File: config.mk
export PLATFORM = sky130hd
export DESIGN_NAME = irq_flags_and_clock_select
export DESIGN_NICKNAME = d
export VERILOG_FILES = /design/src/irqclk_pkg.sv /design/src/irq_flags_and_clock_select.sv /design/src/pend_flags.sv /design/src/sync2.sv
export SDC_FILE = /design/constraint.sdc
export NUM_CORES = 1
export LEC_CHECK = 0
export BUFFER_PORTS_ARGS = -buffer_cell sky130_fd_sc_hd__buf_2
export CAP_MARGIN = 20
export CORE_MARGIN = 2
export CORE_UTILIZATION = 40
export CTS_BUF_LIST = sky130_fd_sc_hd__clkbuf_2
export DETAILED_ROUTE_END_ITERATION = 8
export GPL_ROUTABILITY_DRIVEN = 0
export GPL_TIMING_DRIVEN = 1
export HOLD_SLACK_MARGIN = 0.05
export PLACE_DENSITY_LB_ADDON = 0.3
export SLEW_MARGIN = 20
export SYNTH_ARGS = -nofsm -noshare
export SYNTH_HDL_FRONTEND = slang
export SYNTH_HIERARCHICAL = 1
export SYNTH_SLANG_ARGS = --single-unit
File: constraint.sdc
create_clock -name I_CLK -period 2 [get_ports I_CLK]
set_input_delay 0.4 -clock I_CLK [delete_from_list [all_inputs] [get_ports I_CLK]]
set_output_delay 0.4 -clock I_CLK [all_outputs]
set_load 0.05 [all_outputs]
File: src/irqclk_pkg.sv
// constants for the interrupt-flag and clock-select register slice
// assumes an apb slave with 32-bit data, register index = byte address / 4
package irqclk_pkg;

    // --------------------------------------------------------------
    // register indices (byte address is four times the index)
    // --------------------------------------------------------------
    localparam logic [5:0] IDX_INT_ENABLE_1 = 6'h0D;
    localparam logic [5:0] IDX_INT_FLAG_1 = 6'h0E;
    localparam logic [5:0] IDX_CLOCK_CONTROL = 6'h0F;
    localparam logic [5:0] IDX_IRQ_STATUS = 6'h20;
    localparam logic [5:0] IDX_IRQ_MASK = 6'h21;
    localparam logic [5:0] IDX_CMP_TRIG = 6'h22;

    // --------------------------------------------------------------
    // field positions
    // --------------------------------------------------------------
    localparam int BIT_CMP = 4;
    localparam int BIT_PWM = 1;
    localparam int BIT_LOWV = 0;
    localparam int BIT_SLOW_TYPE = 7;
    localparam int BIT_FAST_TYPE = 6;
    localparam int BIT_SLOW_HALT = 4;
    localparam int BIT_FAST_HALT = 3;
    localparam int BIT_SYS_SEL = 2;

    // event vector order: [2] comparator, [1] pwm, [0] low voltage
    localparam int EV_CMP = 2;
    localparam int EV_PWM = 1;
    localparam int EV_LOWV = 0;
    localparam int NUM_EV = 3;

    // --------------------------------------------------------------
    // reset values
    // --------------------------------------------------------------
    localparam logic [7:0] RST_INT_ENABLE_1 = 8'h00;
    localparam logic [7:0] RST_CLOCK_CONTROL = 8'h08;
    localparam logic [2:0] RST_IRQ_MASK = 3'h0;
    localparam logic [1:0] RST_CMP_TRIG = 2'h0;

    // comparator trigger condition codes
    localparam logic [1:0] TRIG_RISE = 2'h0;
    localparam logic [1:0] TRIG_FALL = 2'h1;

    // sleep tracking states, one-hot
    typedef enum logic [1:0] {
        ST_RUN = 2'b01,
        ST_SLEEP = 2'b10
    } pwr_state_t;

endpackage

File: src/irq_flags_and_clock_select.sv
// interrupt flag register 1 and clock control register, apb slave
// assumes apb3 master on I_CLK, analog inputs asynchronous to I_CLK
//
// What this block does
// - comparator output trigger sets comparator pending flag
// - pwm period rollover sets pwm pending flag
// - supply below threshold sets low-voltage flag
// - write zero clears flag, one keeps it
// - fast type: zero internal rc, one crystal
// - fast halt bit stops fast clock, resets one
// - slow halt bit stops slow clock in sleep
// - source select: zero slow, one fast clock
//
// The APB interface to the registers was left to the implementer.
`timescale 1ns/1ps
module irq_flags_and_clock_select
    import irqclk_pkg::*;
#(
    parameter int ADDR_W = 8
) (
    input wire logic I_CLK,
    input wire logic I_SRST,
    // apb slave
    input wire logic I_PSEL,
    input wire logic I_PENABLE,
    input wire logic I_PWRITE,
    input wire logic [ADDR_W-1:0] I_PADDR,
    input wire logic [31:0] I_PWDATA,
    output logic [31:0] O_PRDATA,
    output logic O_PREADY,
    output logic O_PSLVERR,
    // event sources
    input wire logic I_CMP_OUT,
    input wire logic I_PWM_ROLL,
    input wire logic I_LOW_VOLT,
    input wire logic I_SLEEP_EXEC,
    input wire logic I_WAKE,
    // clock steering
    output logic O_SLOW_OSC_TYPE,
    output logic O_FAST_OSC_TYPE,
    output logic O_FAST_OSC_RUN,
    output logic O_SLOW_OSC_RUN,
    output logic O_SYSCLK_FAST,
    output logic O_IRQ
);

    // --------------------------------------------------------------
    // apb decode
    // --------------------------------------------------------------
    logic [5:0] idx;
    logic setup_phase;
    logic wr_stb;
    logic hit;

    // low address bits are ignored; masters issue aligned words
    assign idx = 6'(I_PADDR[ADDR_W-1:2]);
    assign setup_phase = I_PSEL & ~I_PENABLE;
    // a write lands at the single edge that closes the access phase
    assign wr_stb = I_PSEL & I_PENABLE & I_PWRITE;

    always_comb begin
        unique case (idx)
            IDX_INT_ENABLE_1,
            IDX_INT_FLAG_1,
            IDX_CLOCK_CONTROL,
            IDX_IRQ_STATUS,
            IDX_IRQ_MASK,
            IDX_CMP_TRIG: hit = 1'b1;
            default: hit = 1'b0;
        endcase
    end

    // zero wait states: every access phase completes at once
    assign O_PREADY = I_PSEL & I_PENABLE;

    // --------------------------------------------------------------
    // input synchronisers
    // --------------------------------------------------------------
    logic [1:0] analog_s;
    logic cmp_s;
    logic lowv_s;

    // comparator and detector are analog, so they are resynchronised
    sync2 #(
        .W(2)
    ) u_sync (
        .i_clk(I_CLK),
        .i_srst(I_SRST),
        .i_d({I_CMP_OUT, I_LOW_VOLT}),
        .o_q(analog_s)
    );

    assign cmp_s = analog_s[1];
    assign lowv_s = analog_s[0];

    // --------------------------------------------------------------
    // comparator trigger detection
    // --------------------------------------------------------------
    logic cmp_prev_ff;
    logic [1:0] cmp_trig_ff;
    logic cmp_rise;
    logic cmp_fall;
    logic cmp_hit;

    // previous sample, taken only from the synchronised level
    always_ff @(posedge I_CLK) begin
        if (I_SRST) begin
            cmp_prev_ff <= 1'b0;
        end else begin
            cmp_prev_ff <= cmp_s;
        end
    end

    assign cmp_rise = cmp_s & ~cmp_prev_ff;
    assign cmp_fall = ~cmp_s & cmp_prev_ff;

    // trigger select: rising, falling, or either edge
    always_comb begin
        if (cmp_trig_ff == TRIG_RISE) begin
            cmp_hit = cmp_rise;
        end else if (cmp_trig_ff == TRIG_FALL) begin
            cmp_hit = cmp_fall;
        end else begin
            cmp_hit = cmp_rise | cmp_fall;
        end
    end

    // trigger condition register
    always_ff @(posedge I_CLK) begin
        if (I_SRST) begin
            cmp_trig_ff <= RST_CMP_TRIG;
        end else if (wr_stb && idx == IDX_CMP_TRIG) begin
            cmp_trig_ff <= I_PWDATA[1:0];
        end
    end

    // --------------------------------------------------------------
    // event vector
    // --------------------------------------------------------------
    logic [NUM_EV-1:0] ev;

    always_comb begin
        ev = '0;
        ev[EV_CMP] = cmp_hit;
        ev[EV_PWM] = I_PWM_ROLL;
        // a level, so the flag re-arms while the supply stays low
        ev[EV_LOWV] = lowv_s;
    end

    // --------------------------------------------------------------
    // interrupt flag register 1 (write zero to clear)
    // --------------------------------------------------------------
    logic [NUM_EV-1:0] pend_clr;
    logic [NUM_EV-1:0] pend;
    logic flag_wr;

    assign flag_wr = wr_stb && idx == IDX_INT_FLAG_1;

    // a zero in a flag position clears it; a one leaves it alone
    always_comb begin
        pend_clr = '0;
        pend_clr[EV_CMP] = flag_wr & ~I_PWDATA[BIT_CMP];
        pend_clr[EV_PWM] = flag_wr & ~I_PWDATA[BIT_PWM];
        pend_clr[EV_LOWV] = flag_wr & ~I_PWDATA[BIT_LOWV];
    end

    pend_flags #(
        .W(NUM_EV)
    ) u_pend (
        .i_clk(I_CLK),
        .i_srst(I_SRST),
        .i_set(ev),
        .i_clr(pend_clr),
        .o_flag(pend)
    );

    // --------------------------------------------------------------
    // interrupt enable register 1
    // --------------------------------------------------------------
    logic [7:0] int_en_ff;
    logic [7:0] nxt_int_en;

    // only the three enable positions are storage; the rest read zero
    always_comb begin
        nxt_int_en = 8'h00;
        nxt_int_en[BIT_CMP] = I_PWDATA[BIT_CMP];
        nxt_int_en[BIT_PWM] = I_PWDATA[BIT_PWM];
        nxt_int_en[BIT_LOWV] = I_PWDATA[BIT_LOWV];
    end

    always_ff @(posedge I_CLK) begin
        if (I_SRST) begin
            int_en_ff <= RST_INT_ENABLE_1;
        end else if (wr_stb && idx == IDX_INT_ENABLE_1) begin
            int_en_ff <= nxt_int_en;
        end
    end

    // --------------------------------------------------------------
    // block interrupt status (write one to clear) and mask
    // --------------------------------------------------------------
    logic [NUM_EV-1:0] sts_clr;
    logic [NUM_EV-1:0] sts;
    logic [NUM_EV-1:0] mask_ff;
    logic [NUM_EV-1:0] en_vec;

    assign sts_clr = (wr_stb && idx == IDX_IRQ_STATUS) ? I_PWDATA[NUM_EV-1:0] : '0;

    pend_flags #(
        .W(NUM_EV)
    ) u_sts (
        .i_clk(I_CLK),
        .i_srst(I_SRST),
        .i_set(ev),
        .i_clr(sts_clr),
        .o_flag(sts)
    );

    always_ff @(posedge I_CLK) begin
        if (I_SRST) begin
            mask_ff <= RST_IRQ_MASK;
        end else if (wr_stb && idx == IDX_IRQ_MASK) begin
            mask_ff <= I_PWDATA[NUM_EV-1:0];
        end
    end

    assign en_vec = {int_en_ff[BIT_CMP], int_en_ff[BIT_PWM], int_en_ff[BIT_LOWV]};

    // level request: pending flag with its enable, or unmasked status
    always_ff @(posedge I_CLK) begin
        if (I_SRST) begin
            O_IRQ <= 1'b0;
        end else begin
            O_IRQ <= |((pend & en_vec) | (sts & mask_ff));
        end
    end

    // --------------------------------------------------------------
    // clock control register
    // --------------------------------------------------------------
    logic [7:0] clk_ctl_ff;
    logic [7:0] nxt_clk_ctl;

    // unimplemented positions are held at zero
    always_comb begin
        nxt_clk_ctl = 8'h00;
        nxt_clk_ctl[BIT_SLOW_TYPE] = I_PWDATA[BIT_SLOW_TYPE];
        nxt_clk_ctl[BIT_FAST_TYPE] = I_PWDATA[BIT_FAST_TYPE];
        nxt_clk_ctl[BIT_SLOW_HALT] = I_PWDATA[BIT_SLOW_HALT];
        nxt_clk_ctl[BIT_FAST_HALT] = I_PWDATA[BIT_FAST_HALT];
        nxt_clk_ctl[BIT_SYS_SEL] = I_PWDATA[BIT_SYS_SEL];
    end

    // reset leaves the fast oscillator halted and slow clock selected
    always_ff @(posedge I_CLK) begin
        if (I_SRST) begin
            clk_ctl_ff <= RST_CLOCK_CONTROL;
        end else if (wr_stb && idx == IDX_CLOCK_CONTROL) begin
            clk_ctl_ff <= nxt_clk_ctl;
        end
    end

    // --------------------------------------------------------------
    // sleep tracking
    // --------------------------------------------------------------
    pwr_state_t state_ff;
    pwr_state_t nxt_state;

    // wake wins over a simultaneous sleep so a wake is never lost
    always_comb begin
        nxt_state = state_ff;
        unique case (state_ff)
            ST_RUN: begin
                if (I_SLEEP_EXEC && !I_WAKE) begin
                    nxt_state = ST_SLEEP;
                end
            end
            ST_SLEEP: begin
                if (I_WAKE) begin
                    nxt_state = ST_RUN;
                end
            end
            default: nxt_state = ST_RUN;
        endcase
    end

    always_ff @(posedge I_CLK) begin
        if (I_SRST) begin
            state_ff <= ST_RUN;
        end else begin
            state_ff <= nxt_state;
        end
    end

    // --------------------------------------------------------------
    // oscillator steering outputs
    // --------------------------------------------------------------
    // registered so the analog enables never glitch on decode
    always_ff @(posedge I_CLK) begin
        if (I_SRST) begin
            O_SLOW_OSC_TYPE <= 1'b0;
            O_FAST_OSC_TYPE <= 1'b0;
            O_FAST_OSC_RUN <= 1'b0;
            O_SLOW_OSC_RUN <= 1'b1;
            O_SYSCLK_FAST <= 1'b0;
        end else begin
            O_SLOW_OSC_TYPE <= clk_ctl_ff[BIT_SLOW_TYPE];
            O_FAST_OSC_TYPE <= clk_ctl_ff[BIT_FAST_TYPE];
            O_FAST_OSC_RUN <= ~clk_ctl_ff[BIT_FAST_HALT];
            O_SLOW_OSC_RUN <= ~(clk_ctl_ff[BIT_SLOW_HALT] & (state_ff == ST_SLEEP));
            O_SYSCLK_FAST <= clk_ctl_ff[BIT_SYS_SEL];
        end
    end

    // --------------------------------------------------------------
    // read mux
    // --------------------------------------------------------------
    logic [7:0] rd_val;
    logic [7:0] pend_view;

    // pending flags shown at their register positions
    always_comb begin
        pend_view = 8'h00;
        pend_view[BIT_CMP] = pend[EV_CMP];
        pend_view[BIT_PWM] = pend[EV_PWM];
        pend_view[BIT_LOWV] = pend[EV_LOWV];
    end

    always_comb begin
        rd_val = 8'h00;
        unique case (idx)
            IDX_INT_ENABLE_1: rd_val = int_en_ff;
            IDX_INT_FLAG_1: rd_val = pend_view;
            IDX_CLOCK_CONTROL: rd_val = clk_ctl_ff;
            IDX_IRQ_STATUS: rd_val = {5'h00, sts};
            IDX_IRQ_MASK: rd_val = {5'h00, mask_ff};
            IDX_CMP_TRIG: rd_val = {6'h00, cmp_trig_ff};
            default: rd_val = 8'h00;
        endcase
    end

    // --------------------------------------------------------------
    // response registers
    // --------------------------------------------------------------
    // data captured in the setup cycle, held through the access phase;
    // a flag that sets during the access cycle shows on the next read
    always_ff @(posedge I_CLK) begin
        if (I_SRST) begin
            O_PRDATA <= 32'h0000_0000;
            O_PSLVERR <= 1'b0;
        end else if (setup_phase) begin
            O_PRDATA <= {24'h00_0000, I_PWRITE ? 8'h00 : rd_val};
            O_PSLVERR <= ~hit;
        end
    end

endmodule // irq_flags_and_clock_select

File: src/pend_flags.sv
// a row of sticky pending bits: hardware sets, software clears
// assumes set and clear are one-cycle strobes on the same clock
`timescale 1ns/1ps
module pend_flags #(
    parameter int W = 3
) (
    input wire logic i_clk,
    input wire logic i_srst,
    input wire logic [W-1:0] i_set,
    input wire logic [W-1:0] i_clr,
    output logic [W-1:0] o_flag
);
    // --------------------------------------------------------------
    // one flop per bit
    // --------------------------------------------------------------
    for (genvar g = 0; g < W; g++) begin : g_bit
        logic nxt_flag;
        // set beats clear so an event in the clearing cycle survives
        assign nxt_flag = i_set[g] | (o_flag[g] & ~i_clr[g]);
        always_ff @(posedge i_clk) begin
            if (i_srst) begin
                o_flag[g] <= 1'b0;
            end else begin
                o_flag[g] <= nxt_flag;
            end
        end
    end
endmodule // pend_flags

File: src/sync2.sv
// two-flop synchroniser for levels arriving from outside the clock domain
// assumes each bit is an independent slow level
`timescale 1ns/1ps
module sync2 #(
    parameter int W = 1
) (
    input wire logic i_clk,
    input wire logic i_srst,
    input wire logic [W-1:0] i_d,
    output logic [W-1:0] o_q
);
    logic [W-1:0] meta_ff;

    // first stage is read only by the second stage
    always_ff @(posedge i_clk) begin
        if (i_srst) begin
            meta_ff <= '0;
            o_q <= '0;
        end else begin
            meta_ff <= i_d;
            o_q <= meta_ff;
        end
    end
endmodule // sync2

==> flow_summary_export.csv <==
group,metric,value,unit
synth,async_reset_ff_frac,0,
clock_tree,clk_pin_slew,0.19,ns
synth,synth-edff-count,0,
route,wirelength,3710,um
cells_and_area,fin_util,0.463,
grt,grt_pass1_vias,1306,
route,drtIter0Drc,58,
place,place_ws,0.0774,ns
synth,avgSynthCellArea,9.43,um2
sta,setup_ws,0.509,ns
die,dieArea,0.00533,mm2
sta,period_minus_slack,1.49,ns
grt,grt_overflow,0,
synth,ys_types,40,
route,wire_per_inst,12.3,um
clock_tree,cts.path.max_buffers,2,
die,fp.dieW,73,um
die,io_pins,90,
grt,grt_pass1_wl,6090,um
clock_tree,cts_buffers,5,
clock_tree,cts_setup_buffers,0,
clock_tree,cts_hold_buf,0,
die,start_util,0.409,
sta,fmax,670,MHz
sta,max_slew.worst_pin.slew,0.699,ns
sta,rsz0062_at_grt,"false",
setup_path,critPathKind,"primary input to register",
route,dr.pass1.iters,4,
setup_path,crit_arrival,1.76,ns
sta,tns,0,ns
sta,finClkSkew,0.00678,ns
cells_and_area,area_growth,13.3,%
sta,setup_viol,0,
setup_path,crit_start,"I_PADDR[4]",
setup_path,rr_startpoint,"cmp_prev_ff",
flow_run,drv_cap,0,
route,drc,0,
grt,antenna_found_initial,0,
worst_hold_path,hold_start,"I_PWDATA[3]",
synth,synth.cell_area,0.00190,mm2
synth,postSynthCellCount,202,
cells_and_area,fin_nets,299,
sta,slew_headroom,0.534,
pwr,powerDensity,699,mW/mm2
clock_tree,cts_sinks,40,
clock_tree,ctsResizeCount,0,
clock_tree,cts_root_buffer,"clkbuf_2",
place,dpl.hpwl,2720,um
route,viasPerCell,4.93,
cells_and_area,drive_gt1_frac,0.234,
die,core,0.00466,mm2
place,io_buffers,37,
setup_path,cp_max_fo,3,
clock_tree,insertion_delay,0.38,ns
worst_hold_path,hp-class,"primary input to register",
route,ant_nets,0,
sta,final.period_utilization,0.746,
cells_and_area,antenna_cells,0,
place,placed_cell_area,0.00210,mm2
grt,grt.total_usage,0.150,
place,dpl.cell_count,294,
synth,yosysWarnings,6,
clock_tree,cts_htree_levels,2,
pwr,max-vdd-ir-drop,0.000354,V
cells_and_area,fin_area,0.00216,mm2
grt,grt_max_degree,41,
cells_and_area,final_cells,302,
setup_path,setup.worst_path.end_class,"register",
synth,synth_flop_cell,"dfxtp_1",
die,chipHeight,73,um
run_status,status,"finished, final reports clean",
pwr,p_leak,0.918,nW
synth,ys_ff_latch,40,
clock_tree,cts_tree,"built",
sta,final_hold_viol_count,0,
route,vias,1488,
setup_path,crit_path_start_kind,"primary input",
sta,slew_violations,0,
setup_path,crit_required,2.27,ns
die,num_rows,25,
synth,seq_area_frac_synth,0.420,
==> report_power, final <==
part	internal (mW)	total, mW	switching (mW)
combinational	0.0516	0.225	0.174
clock	0.204	0.460	0.256
sequential	0.813	0.822	0.00896
==> critical path, stage by stage <==
cell     delay (ns)
buf_2          0.11
or4b_4         0.55
buf_4          0.17
nor3b_2        0.27
mux2i_1        0.22
nor2_1         0.05
==> worst paths after layout <==
| kind | end | slack (ns) | cells after the start |
|---|---|---|---|
| worst max-delay path | cmp_trig_ff[1] | 0.51 | 6 |
| worst min-delay path | clk_ctl_ff[3] | 0.20 | 2 |
| worst max register to register | u_sts/o_flag[2] | 0.78 | 7 |
| worst min register to register | u_sts/o_flag[0] | 0.45 | 2 |
==> state kept, by name, indices dropped and copies added, names as in the netlist, 2 cells and up <==
signal,cells
u_sts/o_flag,3
int_en_ff,3
cmp_trig_ff,2
u_sync/o_q,2
mask_ff,3
u_sync/meta_ff,2
u_pend/o_flag,3
O_PRDATA,7
state_ff,2
clk_ctl_ff,5
==> cell usage after synthesis, types with 3 or more instances <==
library cell | number | area [um2]
buf_4 | 25 | 188
a22oi_1 | 8 | 60.1
nand2b_1 | 10 | 62.6
a21oi_1 | 8 | 40.0
nand3b_1 | 3 | 22.5
clkbuf_1 | 5 | 18.8
dfxtp_1 | 40 | 801
and2_1 | 5 | 31.3
inv_1 | 9 | 33.8
nor2b_1 | 12 | 75.1
nor2_1 | 23 | 86.3
a22o_1 | 3 | 26.3
mux2i_1 | 16 | 160
==> layout by cell type (no fill, tap or decap), drive strengths merged, types with 3 or more instances in the layout <==
master  instances
nand2b         10
dfxtp          40
a22o            3
a22oi           8
conb           25
and2            5
nor3b           3
a21oi           8
mux2i          16
clkbuf          5
nor2           23
buf            45
nor2b          12
nand3b          3
inv             9
==> layer usage <==
layer,share of wire,vias up,global-route usage
met1,0.48,681,0.206
li1,-,741,-
met4,0.018,0,0.0432
met5,0,-,0
met3,0.055,13,0.0414
met2,0.45,53,0.228
==> cell type report <==
type | count | area [um2]
Tap cell | 54 | 67.6
Fill cell | 481 | 2500
Sequential cell | 40 | 801
Clock inverter | 3 | 37.5
Clock buffer | 5 | 25.0
Multi-Input combinational cell | 146 | 948
Timing Repair Buffer | 45 | 245
Inverter | 9 | 33.8
==> logic make-up (layout without fill, tap and decap cells) <==
logic type / count (synthesis) / count (layout) / synth area share
buf+inv: 40 / 62 / 0.129
mux: 17 / 17 / 0.0900
flops: 40 / 40 / 0.421
compound gates: 30 / 30 / 0.114
simple gates: 72 / 72 / 0.231
other cells: 1 / 25 / 0.00197
fa+ha+maj: 2 / 2 / 0.0131
==> through the flow <==
stage | power, mW | hold slack, ns
finish | 1.51 | 0.198
global route | 1.59 | 0.152
CTS | 1.53 | 0.172
detailed placement | 1.06 | 0.425
global placement | 1.06 | 0.414
floorplan | 1.05 | 0.404
No activity file was read; power rests on OpenSTA's default activity.
